**config.mk**
```make
export PLATFORM = sky130hd
export DESIGN_NAME = driver_channel_config_regs
export DESIGN_NICKNAME = d
export VERILOG_FILES = /design/src/verilog/driver_cfg_pkg.sv /design/src/verilog/driver_channel_config_regs.sv /design/src/verilog/fault_flag.sv
export SDC_FILE = /design/constraint.sdc
export NUM_CORES = 1
export LEC_CHECK = 0
export BUFFER_PORTS_ARGS = -buffer_cell sky130_fd_sc_hd__buf_2
export CORE_MARGIN = 1.5
export CORE_UTILIZATION = 32
export DETAILED_ROUTE_END_ITERATION = 7
export HOLD_SLACK_MARGIN = 0.05
export PLACE_DENSITY = 0.62
export SYNTH_ARGS = -nofsm -noshare
export SYNTH_HDL_FRONTEND = slang
export SYNTH_HIERARCHICAL = 1
export SYNTH_SLANG_ARGS = --single-unit
```
**constraint.sdc**
```tcl
create_clock -name clock -period 1.6 [get_ports clock]
set_input_delay 0.16 -clock clock [delete_from_list [all_inputs] [get_ports clock]]
set_output_delay 0.16 -clock clock [all_outputs]
set_load 0.01 [all_outputs]
```
**src/verilog/driver_cfg_pkg.sv**
```systemverilog
/*
  constants for the driver channel configuration bank: register offsets,
  field positions, reset values, mode codes and gain factors.
  assumes an 8-bit register port driven by the serial interface decoder.
*/
`default_nettype none

package driver_cfg_pkg;

  // ----------------------------------------------------------------------
  // register offsets
  // ----------------------------------------------------------------------
  localparam logic [7:0] status_off     = 8'h00;
  localparam logic [7:0] polarity_off   = 8'h13;
  localparam logic [7:0] supply_off     = 8'h15;
  localparam logic [7:0] mask_sim_off   = 8'h16;
  localparam logic [7:0] mode_off       = 8'h1C;

  // ----------------------------------------------------------------------
  // field positions
  // ----------------------------------------------------------------------
  localparam int neg_range_bit    = 4;
  localparam int ref_swap_bit     = 6;
  localparam int diode_pol_bit    = 7;
  localparam int current_lsb      = 0;
  localparam int gain_lsb         = 6;
  localparam int osc_mask_bit     = 0;
  localparam int mon_mask_bit     = 1;
  localparam int div_enable_bit   = 2;
  localparam int dac_linear_bit   = 3;
  localparam int sim_ot_bit       = 4;
  localparam int sim_oc_bit       = 5;
  localparam int sim_osc_bit      = 7;
  localparam int mode_lsb         = 0;
  localparam int aux_out_bit      = 2;
  localparam int oc_flag_bit      = 5;
  localparam int osc_flag_bit     = 6;

  // ----------------------------------------------------------------------
  // reset values
  // ----------------------------------------------------------------------
  localparam logic       ref_swap_rst   = 1'b1;
  localparam logic       diode_pol_rst  = 1'b0;
  localparam logic       neg_range_rst  = 1'b0;
  localparam logic [5:0] current_rst    = 6'h00;
  localparam logic [1:0] gain_rst       = 2'h0;
  localparam logic       osc_mask_rst   = 1'b0;
  localparam logic       mon_mask_rst   = 1'b1;
  localparam logic       div_enable_rst = 1'b1;
  localparam logic       dac_linear_rst = 1'b0;
  localparam logic       sim_ot_rst     = 1'b0;
  localparam logic       sim_oc_rst     = 1'b0;
  localparam logic       sim_osc_rst    = 1'b0;
  localparam logic       aux_out_rst    = 1'b1;

  // ----------------------------------------------------------------------
  // mode codes and gain factors
  // ----------------------------------------------------------------------
  localparam logic [1:0] mode_operation = 2'h1;
  localparam logic [1:0] mode_config    = 2'h2;
  localparam logic [1:0] mode_rst       = 2'h1;
  localparam logic [5:0] gain_x2        = 6'h02;
  localparam logic [5:0] gain_x5        = 6'h05;
  localparam logic [5:0] gain_x10       = 6'h0A;
  localparam logic [5:0] gain_x50       = 6'h32;

endpackage

`default_nettype wire

```
**src/verilog/driver_channel_config_regs.sv**
```systemverilog
/*
  configuration and test register bank of one laser driver channel:
  shadow registers written by the host, a mode-controlled latch applying
  them to the analog side, fault simulation, alarm pin and sticky flags.
  assumes the serial port decoder gives one-cycle read and write strobes
  with address and data valid in the same cycle, synchronous to clock.
*/
`default_nettype none

module driver_channel_config_regs (
  input  wire logic       clock,
  input  wire logic       rstn,
  input  wire logic       reg_wr,
  input  wire logic       reg_rd,
  input  wire logic [7:0] reg_addr,
  input  wire logic [7:0] reg_wdata,
  output var  logic [7:0] reg_rdata_r,
  output var  logic       reg_rvalid_r,
  input  wire logic       overtemp_event,
  input  wire logic       overcurrent_event,
  input  wire logic       osc_timeout_event,
  input  wire logic       channel_enable_state,
  output var  logic       reference_swap_r,
  output var  logic       diode_polarity_r,
  output var  logic       negative_ref_range_r,
  output var  logic [5:0] supply_ctrl_current_r,
  output var  logic [1:0] shunt_gain_r,
  output var  logic [5:0] shunt_gain_factor_r,
  output var  logic       converter_divider_enable_r,
  output var  logic       reference_dac_linear_r,
  output var  logic       overtemp_fault_r,
  output var  logic       overcurrent_fault_r,
  output var  logic       osc_fault_r,
  output var  logic       channel_shutdown_r,
  output var  logic       memory_error_r,
  output var  logic       overcurrent_flag,
  output var  logic       osc_failure_flag,
  output var  logic       alarm_pin_o,
  output var  logic       alarm_pin_oe,
  output var  logic       aux_analog_pin_o,
  output var  logic       aux_analog_pin_oe
);

  // ----------------------------------------------------------------------
  // shadow registers written by the host
  // ----------------------------------------------------------------------
  logic       ref_swap_r;
  logic       diode_pol_r;
  logic       neg_range_r;
  logic [5:0] current_r;
  logic [1:0] gain_r;
  logic       osc_mask_r;
  logic       mon_mask_r;
  logic       div_enable_r;
  logic       dac_linear_r;
  logic       sim_ot_r;
  logic       sim_oc_r;
  logic       sim_osc_r;
  logic [1:0] mode_r;
  logic       aux_out_r;

  // applied copies of the masks, simulation bits and aux pin state
  logic       osc_mask_app_r, mon_mask_app_r, sim_ot_app_r, sim_oc_app_r;
  logic       sim_osc_app_r, aux_out_app_r, alarm_r;

  // ----------------------------------------------------------------------
  // address decode
  // ----------------------------------------------------------------------
  logic wr_polarity, wr_supply, wr_mask_sim, wr_mode;
  logic rd_status, latch_open, mode_illegal;

  assign wr_polarity  = reg_wr && (reg_addr == driver_cfg_pkg::polarity_off);
  assign wr_supply    = reg_wr && (reg_addr == driver_cfg_pkg::supply_off);
  assign wr_mask_sim  = reg_wr && (reg_addr == driver_cfg_pkg::mask_sim_off);
  assign wr_mode      = reg_wr && (reg_addr == driver_cfg_pkg::mode_off);
  assign rd_status    = reg_rd && (reg_addr == driver_cfg_pkg::status_off);
  // operation mode opens the latch, configuration mode closes it
  assign latch_open   = (mode_r == driver_cfg_pkg::mode_operation);
  // only the two defined codes are legal
  assign mode_illegal = (mode_r != driver_cfg_pkg::mode_operation) &&
                        (mode_r != driver_cfg_pkg::mode_config);

  // ----------------------------------------------------------------------
  // shadow register writes
  // ----------------------------------------------------------------------
  always_ff @(posedge clock or negedge rstn) begin
    if (!rstn) begin
      ref_swap_r  <= driver_cfg_pkg::ref_swap_rst;
      diode_pol_r <= driver_cfg_pkg::diode_pol_rst;
      neg_range_r <= driver_cfg_pkg::neg_range_rst;
    end else if (wr_polarity) begin
      ref_swap_r  <= reg_wdata[driver_cfg_pkg::ref_swap_bit];
      diode_pol_r <= reg_wdata[driver_cfg_pkg::diode_pol_bit];
      neg_range_r <= reg_wdata[driver_cfg_pkg::neg_range_bit];
    end
  end

  // supply current and shunt gain share one byte
  always_ff @(posedge clock or negedge rstn) begin
    if (!rstn) begin
      current_r <= driver_cfg_pkg::current_rst;
      gain_r    <= driver_cfg_pkg::gain_rst;
    end else if (wr_supply) begin
      current_r <= reg_wdata[driver_cfg_pkg::current_lsb +: 6];
      gain_r    <= reg_wdata[driver_cfg_pkg::gain_lsb +: 2];
    end
  end

  // masks, divider, dac characteristic and fault simulation
  always_ff @(posedge clock or negedge rstn) begin
    if (!rstn) begin
      osc_mask_r   <= driver_cfg_pkg::osc_mask_rst;
      mon_mask_r   <= driver_cfg_pkg::mon_mask_rst;
      div_enable_r <= driver_cfg_pkg::div_enable_rst;
      dac_linear_r <= driver_cfg_pkg::dac_linear_rst;
      sim_ot_r     <= driver_cfg_pkg::sim_ot_rst;
      sim_oc_r     <= driver_cfg_pkg::sim_oc_rst;
      sim_osc_r    <= driver_cfg_pkg::sim_osc_rst;
    end else if (wr_mask_sim) begin
      osc_mask_r   <= reg_wdata[driver_cfg_pkg::osc_mask_bit];
      mon_mask_r   <= reg_wdata[driver_cfg_pkg::mon_mask_bit];
      div_enable_r <= reg_wdata[driver_cfg_pkg::div_enable_bit];
      dac_linear_r <= reg_wdata[driver_cfg_pkg::dac_linear_bit];
      sim_ot_r     <= reg_wdata[driver_cfg_pkg::sim_ot_bit];
      sim_oc_r     <= reg_wdata[driver_cfg_pkg::sim_oc_bit];
      sim_osc_r    <= reg_wdata[driver_cfg_pkg::sim_osc_bit];
    end
  end

  // mode field is always writable so the host can leave configuration mode
  always_ff @(posedge clock or negedge rstn) begin
    if (!rstn) begin
      mode_r    <= driver_cfg_pkg::mode_rst;
      aux_out_r <= driver_cfg_pkg::aux_out_rst;
    end else if (wr_mode) begin
      mode_r    <= reg_wdata[driver_cfg_pkg::mode_lsb +: 2];
      aux_out_r <= reg_wdata[driver_cfg_pkg::aux_out_bit];
    end
  end

  // ----------------------------------------------------------------------
  // configuration latch, follows the shadows only in operation mode
  // ----------------------------------------------------------------------
  logic [5:0] gain_factor_nxt;

  // gain code to amplification factor
  assign gain_factor_nxt = (gain_r == 2'h0) ? driver_cfg_pkg::gain_x2 :
                           (gain_r == 2'h1) ? driver_cfg_pkg::gain_x5 :
                           (gain_r == 2'h2) ? driver_cfg_pkg::gain_x10 :
                                              driver_cfg_pkg::gain_x50;

  // analog settings, held while closed
  always_ff @(posedge clock or negedge rstn) begin
    if (!rstn) begin
      reference_swap_r      <= driver_cfg_pkg::ref_swap_rst;
      diode_polarity_r      <= driver_cfg_pkg::diode_pol_rst;
      negative_ref_range_r  <= driver_cfg_pkg::neg_range_rst;
      supply_ctrl_current_r <= driver_cfg_pkg::current_rst;
    end else if (latch_open) begin
      reference_swap_r      <= ref_swap_r;
      diode_polarity_r      <= diode_pol_r;
      negative_ref_range_r  <= neg_range_r;
      supply_ctrl_current_r <= current_r;
    end
  end

  // gain, divider and dac characteristic
  always_ff @(posedge clock or negedge rstn) begin
    if (!rstn) begin
      shunt_gain_r               <= driver_cfg_pkg::gain_rst;
      shunt_gain_factor_r        <= driver_cfg_pkg::gain_x2;
      converter_divider_enable_r <= driver_cfg_pkg::div_enable_rst;
      reference_dac_linear_r     <= driver_cfg_pkg::dac_linear_rst;
    end else if (latch_open) begin
      shunt_gain_r               <= gain_r;
      shunt_gain_factor_r        <= gain_factor_nxt;
      converter_divider_enable_r <= div_enable_r;
      reference_dac_linear_r     <= dac_linear_r;
    end
  end

  // masks, simulation and aux pin state
  always_ff @(posedge clock or negedge rstn) begin
    if (!rstn) begin
      osc_mask_app_r <= driver_cfg_pkg::osc_mask_rst;
      mon_mask_app_r <= driver_cfg_pkg::mon_mask_rst;
      sim_ot_app_r   <= driver_cfg_pkg::sim_ot_rst;
      sim_oc_app_r   <= driver_cfg_pkg::sim_oc_rst;
      sim_osc_app_r  <= driver_cfg_pkg::sim_osc_rst;
      aux_out_app_r  <= driver_cfg_pkg::aux_out_rst;
    end else if (latch_open) begin
      osc_mask_app_r <= osc_mask_r;
      mon_mask_app_r <= mon_mask_r;
      sim_ot_app_r   <= sim_ot_r;
      sim_oc_app_r   <= sim_oc_r;
      sim_osc_app_r  <= sim_osc_r;
      aux_out_app_r  <= aux_out_r;
    end
  end

  // ----------------------------------------------------------------------
  // fault path, real and simulated faults merge here
  // ----------------------------------------------------------------------
  logic ot_nxt, oc_nxt, osc_nxt, alarm_nxt;

  assign ot_nxt    = overtemp_event | sim_ot_app_r;
  assign oc_nxt    = overcurrent_event | sim_oc_app_r;
  assign osc_nxt   = osc_timeout_event | sim_osc_app_r;
  // alarm pin honours both masks
  assign alarm_nxt = (osc_nxt & ~osc_mask_app_r) |
                     (channel_enable_state & ~mon_mask_app_r);

  // registered faults, shutdown and memory error
  always_ff @(posedge clock or negedge rstn) begin
    if (!rstn) begin
      overtemp_fault_r    <= 1'b0;
      overcurrent_fault_r <= 1'b0;
      osc_fault_r         <= 1'b0;
      channel_shutdown_r  <= 1'b0;
      memory_error_r      <= 1'b0;
      alarm_r             <= 1'b0;
    end else begin
      overtemp_fault_r    <= ot_nxt;
      overcurrent_fault_r <= oc_nxt;
      osc_fault_r         <= osc_nxt;
      channel_shutdown_r  <= ot_nxt | oc_nxt | osc_nxt | mode_illegal;
      memory_error_r      <= mode_illegal;
      alarm_r             <= alarm_nxt;
    end
  end

  // open-drain pins: alarm pulls low when active, aux pulls low on 0
  assign alarm_pin_o       = 1'b0;
  assign alarm_pin_oe      = alarm_r;
  assign aux_analog_pin_o  = 1'b0;
  assign aux_analog_pin_oe = ~aux_out_app_r;

  // ----------------------------------------------------------------------
  // sticky status flags for the overcurrent and oscillator faults, none for overtemperature
  // ----------------------------------------------------------------------
  logic [1:0] flag_set, flag_q;

  assign flag_set = {osc_fault_r, overcurrent_fault_r};

  // flag 0 overcurrent, flag 1 oscillator failure
  generate
    for (genvar i = 0; i < 2; i++) begin : g_flag
      fault_flag u_flag (
        .clock  (clock),
        .rstn   (rstn),
        .fault  (flag_set[i]),
        .clear  (rd_status),
        .flag_r (flag_q[i])
      );
    end
  endgenerate

  assign overcurrent_flag = flag_q[0];
  assign osc_failure_flag = flag_q[1];

  // ----------------------------------------------------------------------
  // read mux, shadow values read back, unmapped reads give zero
  // ----------------------------------------------------------------------
  logic [7:0] rd_status_v, rd_polarity_v, rd_supply_v, rd_mask_sim_v, rd_mode_v, rdata_nxt;

  assign rd_status_v   = {1'b0, flag_q[1], flag_q[0], 5'h00};
  assign rd_polarity_v = {diode_pol_r, ref_swap_r, 1'b0, neg_range_r, 4'h0};
  assign rd_supply_v   = {gain_r, current_r};
  assign rd_mask_sim_v = {sim_osc_r, 1'b0, sim_oc_r, sim_ot_r,
                          dac_linear_r, div_enable_r, mon_mask_r, osc_mask_r};
  assign rd_mode_v     = {5'h00, aux_out_r, mode_r};
  assign rdata_nxt = (reg_addr == driver_cfg_pkg::status_off)   ? rd_status_v   :
                     (reg_addr == driver_cfg_pkg::polarity_off) ? rd_polarity_v :
                     (reg_addr == driver_cfg_pkg::supply_off)   ? rd_supply_v   :
                     (reg_addr == driver_cfg_pkg::mask_sim_off) ? rd_mask_sim_v :
                     (reg_addr == driver_cfg_pkg::mode_off)     ? rd_mode_v     :
                                                                  8'h00;

  // read data held until the next read
  always_ff @(posedge clock or negedge rstn) begin
    if (!rstn) begin
      reg_rdata_r  <= 8'h00;
      reg_rvalid_r <= 1'b0;
    end else begin
      reg_rvalid_r <= reg_rd;
      if (reg_rd) begin
        reg_rdata_r <= rdata_nxt;
      end
    end
  end
endmodule

`default_nettype wire

```
**src/verilog/fault_flag.sv**
```systemverilog
/*
  one sticky status flag: set by a fault level, cleared by a status read.
  assumes clear is a one-cycle pulse from the register read decode.
*/
`default_nettype none

module fault_flag (
  input  wire logic clock,
  input  wire logic rstn,
  input  wire logic fault,
  input  wire logic clear,
  output var  logic flag_r
);

  // ----------------------------------------------------------------------
  // sticky flag, a fault in the clearing cycle keeps it set
  // ----------------------------------------------------------------------
  logic flag_nxt;
  assign flag_nxt = fault | (flag_r & ~clear);

  always_ff @(posedge clock or negedge rstn) begin
    if (!rstn) begin
      flag_r <= 1'b0;
    end else begin
      flag_r <= flag_nxt;
    end
  end
endmodule

`default_nettype wire

```
* Yosys cells after proc, flatten, opt, wreduce, memory -nomap -nowiden
Cells that the tools add are included.
Widths: inputs -> output; s select.
** Word-level totals
- Register bits after elaboration :: 63
- Latch bits :: 0
- RAM bits :: 0
- Memory bits (read-only) :: 0
- Input bits :: 24
- Output and inout bits :: 39
- Logic and storage cells :: 80
- Memories :: 0
** Cells by class
- $add $sub $neg :: 0
- Multipliers :: 0
- Div/mod/pow operators :: 0
- Magnitude comparators :: 0
- Eq/ne operators :: 9
- Shifts and indexed selects :: 0
- Mux-type cells :: 8
- Bitwise logic cells :: 17
- Reduce and logical (&&, ||, !) cells :: 8
** Operators with widths (number)
- $eq 8x5->1 const B :: 4
- $mux 8 :: 4
- $mux 6 :: 3
- $or 1x1->1 :: 9
- $logic_not 8->1 :: 1
- $logic_and 1x1->1 :: 6
- $and 1x1->1 :: 4
- $eq 2x1->1 const B :: 2
- $not 1->1 :: 4
- $mux 3 :: 1
- $eq 2x2->1 const B :: 1
- $logic_not 2->1 :: 1
- $ne 2x1->1 const B :: 1
- $ne 2x2->1 const B :: 1

* Logic depth before layout (Yosys ltp)
Gate-level depths: netlist of run 1.
- Word-level depth :: 6
- Mapped depth :: 6
- Gate-level depth less buffers :: 4

* Hierarchy
Netlist of run 1, hierarchy kept.
** By module, submodules not included
- driver_channel_config_regs :: instances 1, cells an instance 189, area each 2539.9 um^2, seq. area each 1488.9 um^2
- fault_flag :: instances 2, cells an instance 3, area each 36.3 um^2, seq. area each 25.0 um^2

* Worst setup path before layout of run 1
OpenSTA, ideal clock, no wires.
- Path type :: register to register
- From :: register mode_r[0]
- To :: register supply_ctrl_current_r[4]
- Library setup time :: 0.125 ns
- Arrival time :: 1.566 ns
- Required time :: 1.475 ns
- Setup slack :: -0.090 ns
- Stages on the path, launching flop included :: 5
- Path buffers :: 2
- Clock period less this slack :: 1.690 ns
- Path through :: dfstp_2 ha_1 clkbuf_1 clkbuf_1 mux2_2
** Between the ends
- Word-level cells in the longest chain between the ends :: 1
** Ends and longest elaborated chain
- start, declared :: RTL line driver_channel_config_regs.sv:59 : logic [1:0] mode_r;
- start signal, assigned :: RTL line driver_channel_config_regs.sv:133 : mode_r <= driver_cfg_pkg::mode_rst;
- start signal, assigned :: RTL line driver_channel_config_regs.sv:136 : mode_r <= reg_wdata[driver_cfg_pkg::mode_lsb +: 2];
- $eq 2x1->1 :: RTL line driver_channel_config_regs.sv:78 : assign latch_open = (mode_r == driver_cfg_pkg::mode_operation);
- end signal, assigned :: RTL line driver_channel_config_regs.sv:158 : supply_ctrl_current_r <= driver_cfg_pkg::current_rst;
- end signal, assigned :: RTL line driver_channel_config_regs.sv:163 : supply_ctrl_current_r <= current_r;
- end, declared :: RTL line driver_channel_config_regs.sv:26 : output var logic [5:0] supply_ctrl_current_r,
No other way between the ends.
A chain may end at the register's enable or synchronous reset.

* Worst setup path in the final report of run 1
- From :: register mode_r[0]
- To :: register channel_shutdown_r
** Between the ends
- Word-level cells in the longest chain between the ends :: 3
- Elaborated cells on any way between the ends :: 4
- Classes of those cells :: eq/ne (2); bitwise (1); reduce/logical (1)
** Ends and longest elaborated chain
- $ne 2x1->1 / $ne 2x2->1 (equally long branches) :: RTL line driver_channel_config_regs.sv:80, driver_channel_config_regs.sv:81
- $logic_and 1x1->1 * :: RTL line driver_channel_config_regs.sv:80 : assign mode_illegal = (mode_r != driver_cfg_pkg::mode_operation) &&
- named net mode_illegal :: RTL line driver_channel_config_regs.sv:70 : logic rd_status, latch_open, mode_illegal;
- $or 1x1->1 * :: RTL line driver_channel_config_regs.sv:226 : channel_shutdown_r <= ot_nxt | oc_nxt | osc_nxt | mode_illegal;
- end signal, assigned :: RTL line driver_channel_config_regs.sv:226
- end, declared :: RTL line driver_channel_config_regs.sv:34 : output var logic channel_shutdown_r,
The timed path passes the listed nets; every way through them passes the cells marked *.

==> results.yml, run 1 <==
outcome:
  status: "complete, no violations"
logic_synthesis:
  synth_compound_area_share_pct: 7.52
  synth_fa_ha_area_share_pct: 0.479
  seq_area_frac_synth_pct: 58.9
  ys_warn_count: 6
  synth-simple-area-share_pct: 11.3
  syn_area_per_cell_um2: 13.4
  synthCells: 195
  yosysUniqueCellTypes: 40
  netlist_area_um2: 2610
  ys_ff_latch: 61
  synth_xor_area_share_pct: 0
  synthMuxAreaShare_pct: 16.8
  synth_top_family_by_area: "multiplexers"
min_path:
  hp-start: "reg_wdata[3]"
  hold_class: "in2reg"
clocking:
  cts-buffers-inserted: 9
  ctsHtreeMaxLevel: 3
  root_buffer: "clkbuf_8"
  cts_tree: "done"
  postCtsSetupBuffers: 0
  cts_sinks: 61
  cts_resized: 0
  cts.reportedPaths.clkPinSlew_ps: 60
  cts_buffer_depth: 2
  clock_latency_ps: 330
finish:
  drive_gt1_share_pct: 51.5
  final_cell_mix: "60 x buf_2, 51 x dfrtp_1, 39 x mux2_2"
  area_delta_synth_final_pct: 25.1
  instances_no_fill: 374
  fin_nets: 292
  diodes: 0
  final_common_cell: "buf_2"
  stdcell_area_um2: 3270
placement:
  dp_hpwl_um: 4410
  place_congestion: 0.782
  numPortBuffers: 60
  dp_cells: 354
  dpl-instance-area_um2: 3070
global_routing:
  grt_antenna_before_repair: 0
  grt_pass1_vias: 1840
  grt_max_degree: 24
  grt_pass1_wl_um: 9600
  grt_usage_pct: 14.8
  gr-total-overflow: 0
die:
  num_io_pins: 63
  die_width_um: 93.4
  die_area_um2: 8720
  row_count: 32
  core_um2: 7810
  die_height_um: 93.4
  start_util_pct: 33.5
setup_path:
  startpoint: "mode_r[0]"
  critPathKind: "reg2reg"
  r2r-start: "mode_r[0]"
  critPathMaxFanout: 3
  start_kind: "flop"
  reg2reg_slack_ps: 160
  arrival_ps: 1640
  worst_ep_required_time_ps: 1800
  setup.worst_path.end_class: "flop"
routing:
  drt-vias-per-instance: 4.86
  wl_um: 5860
  drtIter0Drc: 73
  routedWlPerCell_um: 15.7
  dr.pass1.iters: 4
  drtAntennaViolNets: 0
  drc_errors: 0
  vias: 1816
power_and_ir_drop:
  p_leak_uw: 0.00160
  p_per_area_nw_per_um2: 972
  ir_drop_mv: 0.362
sta:
  setup_viol: 0
  grt_setup_unrepaired: "false"
  setup_tns_ps: 0
  fmax_mhz: 696
  hold_viol_final: 0
  worst_slew_pin_slew_ps: 519
  slew_headroom_pct: 65.4
  slew_violations: 0
  layout_min_cycle_time_ps: 1440
  fin_skew_ps: 7.71
  period_share_pct: 89.8
job:
  cap_violations: 0
synth_stat cells (all sizes together):
library cell | instances | area share, %
a21boi | 1 | 0.29
a21o | 2 | 0.57
a221oi | 3 | 1.0
a22oi | 4 | 1.1
a2bb2oi | 1 | 0.34
a31oi | 1 | 0.24
a41oi | 1 | 0.34
and3 | 1 | 0.24
and4 | 1 | 0.34
and4bb | 1 | 0.48
buf | 8 | 1.9
clkbuf | 5 | 0.77
conb | 1 | 0.14
dfrtp | 51 | 49
dfstp | 10 | 10
ha | 1 | 0.48
inv | 15 | 2.2
mux2 | 39 | 17
nand2 | 1 | 0.14
nand3 | 3 | 0.57
nand3b | 2 | 0.57
nand4 | 5 | 1.7
nand4b | 1 | 0.34
nor2 | 5 | 0.72
nor2b | 7 | 1.7
nor3 | 2 | 0.38
nor3b | 3 | 1.2
nor4b | 2 | 1.8
o21a | 1 | 0.29
o21ai | 6 | 1.1
o221ai | 2 | 0.67
o22ai | 2 | 0.48
o32ai | 3 | 1.0
or2 | 2 | 0.48
or3b | 1 | 0.34
or4 | 1 | 0.29
critical path: stages, from the launching register on:
cell	delay [ps]
dfstp_2	550
ha_1	250
or4_1	510
worst paths after layout:
check                                     endpoint  cells past startpoint
setup / recovery                channel_shutdown_r                      2
hold / removal                        current_r[3]                      2
setup reg to reg                channel_shutdown_r                      2
hold reg to reg            g_flag[0].u_flag/flag_r                      1
max in group asynchronous                aux_out_r                      3
min in group asynchronous     negative_ref_range_r                      2
through the flow:
step	hold WS, ps	util (%)	total power, uW	worst slack, ps
after floorplan	-136	-	1870	72.6
after global placement	167	39.3	2030	61.4
after detailed placement	173	39.3	2040	49.3
after CTS	71.9	41.9	3220	159
after global routing	64.9	41.9	3340	76.9
final	84.4	41.9	3180	163
cell families (layout without fill, tap and decap cells):
kind of cell	Yosys count	in the layout
other	1	2
muxes	39	39
AOI/OAI and AO/OA	27	27
buffers and inverters	28	104
adders and majority gates	1	1
DFF	61	61
and+or+nand+nor	38	38
flip-flops by register name, summed over array words and instances (netlist names), 2 cells and up:
| register | count |
|---|---|
| supply_ctrl_current_r | 6 |
| shunt_gain_factor_r | 4 |
| shunt_gain_r | 2 |
| gain_r | 2 |
| mode_r | 2 |
| current_r | 6 |
| reg_rdata_r | 8 |
| g_flag.u_flag/flag_r | 2 |
where the power goes:
part,leakage [uW],internal [uW],switching (uW)
Clock,0.0000844,602,562
Combinational,0.000732,155,171
Sequential,0.000778,1640,48.4
Total,0.00160,2390,782
timing repair:
action,in CTS,in global routing
setup endpoints to repair,0,0
hold endpoints to repair,19,0
hold buffers,4,0
layer usage:
layer	share of wire [%]	wire, um	up-vias	track usage (%)
met1	47	2750	913	20.2
li1	-	-	843	-
met4	0.94	55	0	4.92
met3	6.4	373	5	4.80
met5	0	0	-	0
met2	46	2680	55	22.0
area by class of cell:
class                           instances  area, um2
Clock inverter                          2       10.0
Tap cell                              102        128
Sequential cell                        61       1540
Multi-Input combinational cell        107        951
Inverter                               15       56.3
Clock buffer                           14        153
Fill cell                             763       4540
Timing Repair Buffer                   73        433
(Power assumes the default switching activity.)
==> run 2: changes to the inputs <==
- BUFFER_PORTS_ARGS: -buffer_cell sky130_fd_sc_hd__buf_2 -> -buffer_cell sky130_fd_sc_hd__clkbuf_2
==> run 2 against run 1 <==
  * Worst hold slack worse by 24 ps
  * Worst setup slack worse by 25 ps
  * First-iteration DRC count up 70%
  * Critical path depth unchanged
  * Largest power group unchanged
  * Final area down 0.88%
  * Fmax down 1.7%
  * Core utilization down 0.37 points
  * Wire length down 2.7%
  * Register-to-register slack worse by 30 ps
  * Combinational power down 4%
  * Non-clock buffer count down 3
  * Critical endpoint unchanged
==> results.yml, run 2 (synthesized netlist as in run 1, its figures left out) <==
global_routing:
  grt_pass1_vias: 1762
  gr-total-overflow: 0
  grt_max_degree: 62
  grt_pass1_wl_um: 9270
  grt_usage_pct: 14.3
  grt_antenna_before_repair: 0
finish:
  utilization_pct: 41.5
  drive_gt1_share_pct: 51.3
  area_delta_synth_final_pct: 24.0
  largestRegisters: "reg_rdata_r (8), current_r (6), supply_ctrl_current_r (6)"
  largest_register_ffs: 8
  final_cell_mix: "60 x clkbuf_2, 51 x dfrtp_1, 39 x mux2_2"
  stdcell_area_um2: 3240
  fin_nets: 289
  final_common_cell: "clkbuf_2"
  regMostFlops: "reg_rdata_r"
  diodes: 0
power_and_ir_drop:
  p_leak_uw: 0.00157
  p_per_area_nw_per_um2: 985
  ir_drop_mv: 0.362
sta:
  finalWorstSetupSlack_ps: 138
  fmax_mhz: 684
  layout_min_cycle_time_ps: 1460
  setup_tns_ps: 0
  setup_viol: 0
  slew_violations: 0
  fin_skew_ps: 5.86
  grt_setup_unrepaired: "false"
  period_share_pct: 91.4
  hold_viol_final: 0
clocking:
  postCtsSetupBuffers: 0
  cts_buffer_depth: 2
  clock_latency_ps: 330
  cts_sinks: 61
  cts_tree: "done"
  ctsHtreeMaxLevel: 3
  cts.reportedPaths.clkPinSlew_ps: 60
  cts_resized: 0
  root_buffer: "clkbuf_8"
  cts-buffers-inserted: 9
setup_path:
  setup.worst_path.end_class: "flop"
  critPathKind: "reg2reg"
  worst_ep_required_time_ps: 1790
  cp_slowest_stage_delay_ps: 550
  critPathBufInv: 0
  crit_chain: "ha_1 > or4_1"
  arrival_ps: 1660
  crit_family: "flip-flops"
  critPathSlowestCell: "dfstp_2"
  start_kind: "flop"
  critPathMaxFanout: 3
routing:
  vias: 1758
  dr.pass1.iters: 8
  wl_um: 5700
  drtIter0Drc: 124
  drtAntennaViolNets: 0
  drt-vias-per-instance: 4.74
  drc_errors: 0
  routedWlPerCell_um: 15.4
placement:
  place_congestion: 0.761
  dpl-instance-area_um2: 3040
  dp_hpwl_um: 4220
  numPortBuffers: 60
  pre_cts_ws_ps: 60.1
die:
  start_util_pct: 33.5
  die_area_um2: 8720
  num_io_pins: 63
  die_height_um: 93.4
  die_width_um: 93.4
  row_count: 32
  core_um2: 7810
min_path:
  hold_class: "in2reg"
outcome:
  status: "complete, no violations"
job:
  cap_violations: 0
-- run 2: tightest hold or removal path: stages --
cell      delay [ps]
clkbuf_2          90
nor2_1            50
inv_1             50
-- run 2: repair_timing --
action	in CTS	in global routing
endpoints found under the hold margin	53	0
endpoints found under the setup margin	0	0
hold buffers	3	0
-- run 2: report_power, final --
part           leakage (uW)  switching (uW)  internal, uW  total [uW]
registers          0.000778            49.6          1640        1690
logic              0.000704             166           146         312
clock network     0.0000877             544           647        1190
total               0.00157             759          2430        3190
-- run 2: per-layer routing --
layer | global-route usage (%) | part of all wire (%) | vias up
met2 | 20.2 | 44 | 61
li1 | - | - | 837
met1 | 19.8 | 48 | 852
met3 | 4.23 | 6.3 | 8
met4 | 6.82 | 1.6 | 0
met5 | 0 | 0 | -
-- run 2: worst paths after layout --
check	from	end	slack (ps)	cells past startpoint
max	mode_r[0]	channel_shutdown_r	140	2
min	osc_timeout_event	osc_fault_r	60	3
max reg2reg	mode_r[0]	channel_shutdown_r	140	2
min reg2reg	osc_mask_app_r	alarm_pin_oe	450	1
max in group asynchronous	rstn	mon_mask_app_r	910	3
min in group asynchronous	rstn	supply_ctrl_current_r[3]	380	3
-- run 2: cell type report --
type	instances	area (um2)
Tap cell	102	128
Multi-Input combinational cell	107	951
Inverter	15	56.3
Fill cell	786	4570
Clock buffer	15	166
Sequential cell	61	1540
Clock inverter	1	5.00
Timing Repair Buffer	70	395
-- run 2: per-stage QoR --
stage	total power, uW	hold slack (ps)	cells
after floorplan	1870	-136	196
after global placement	2020	200	352
after CTS	3240	52.0	371
after detailed placement	2030	198	352
final	3190	60.4	371
after global routing	3340	68.2	371
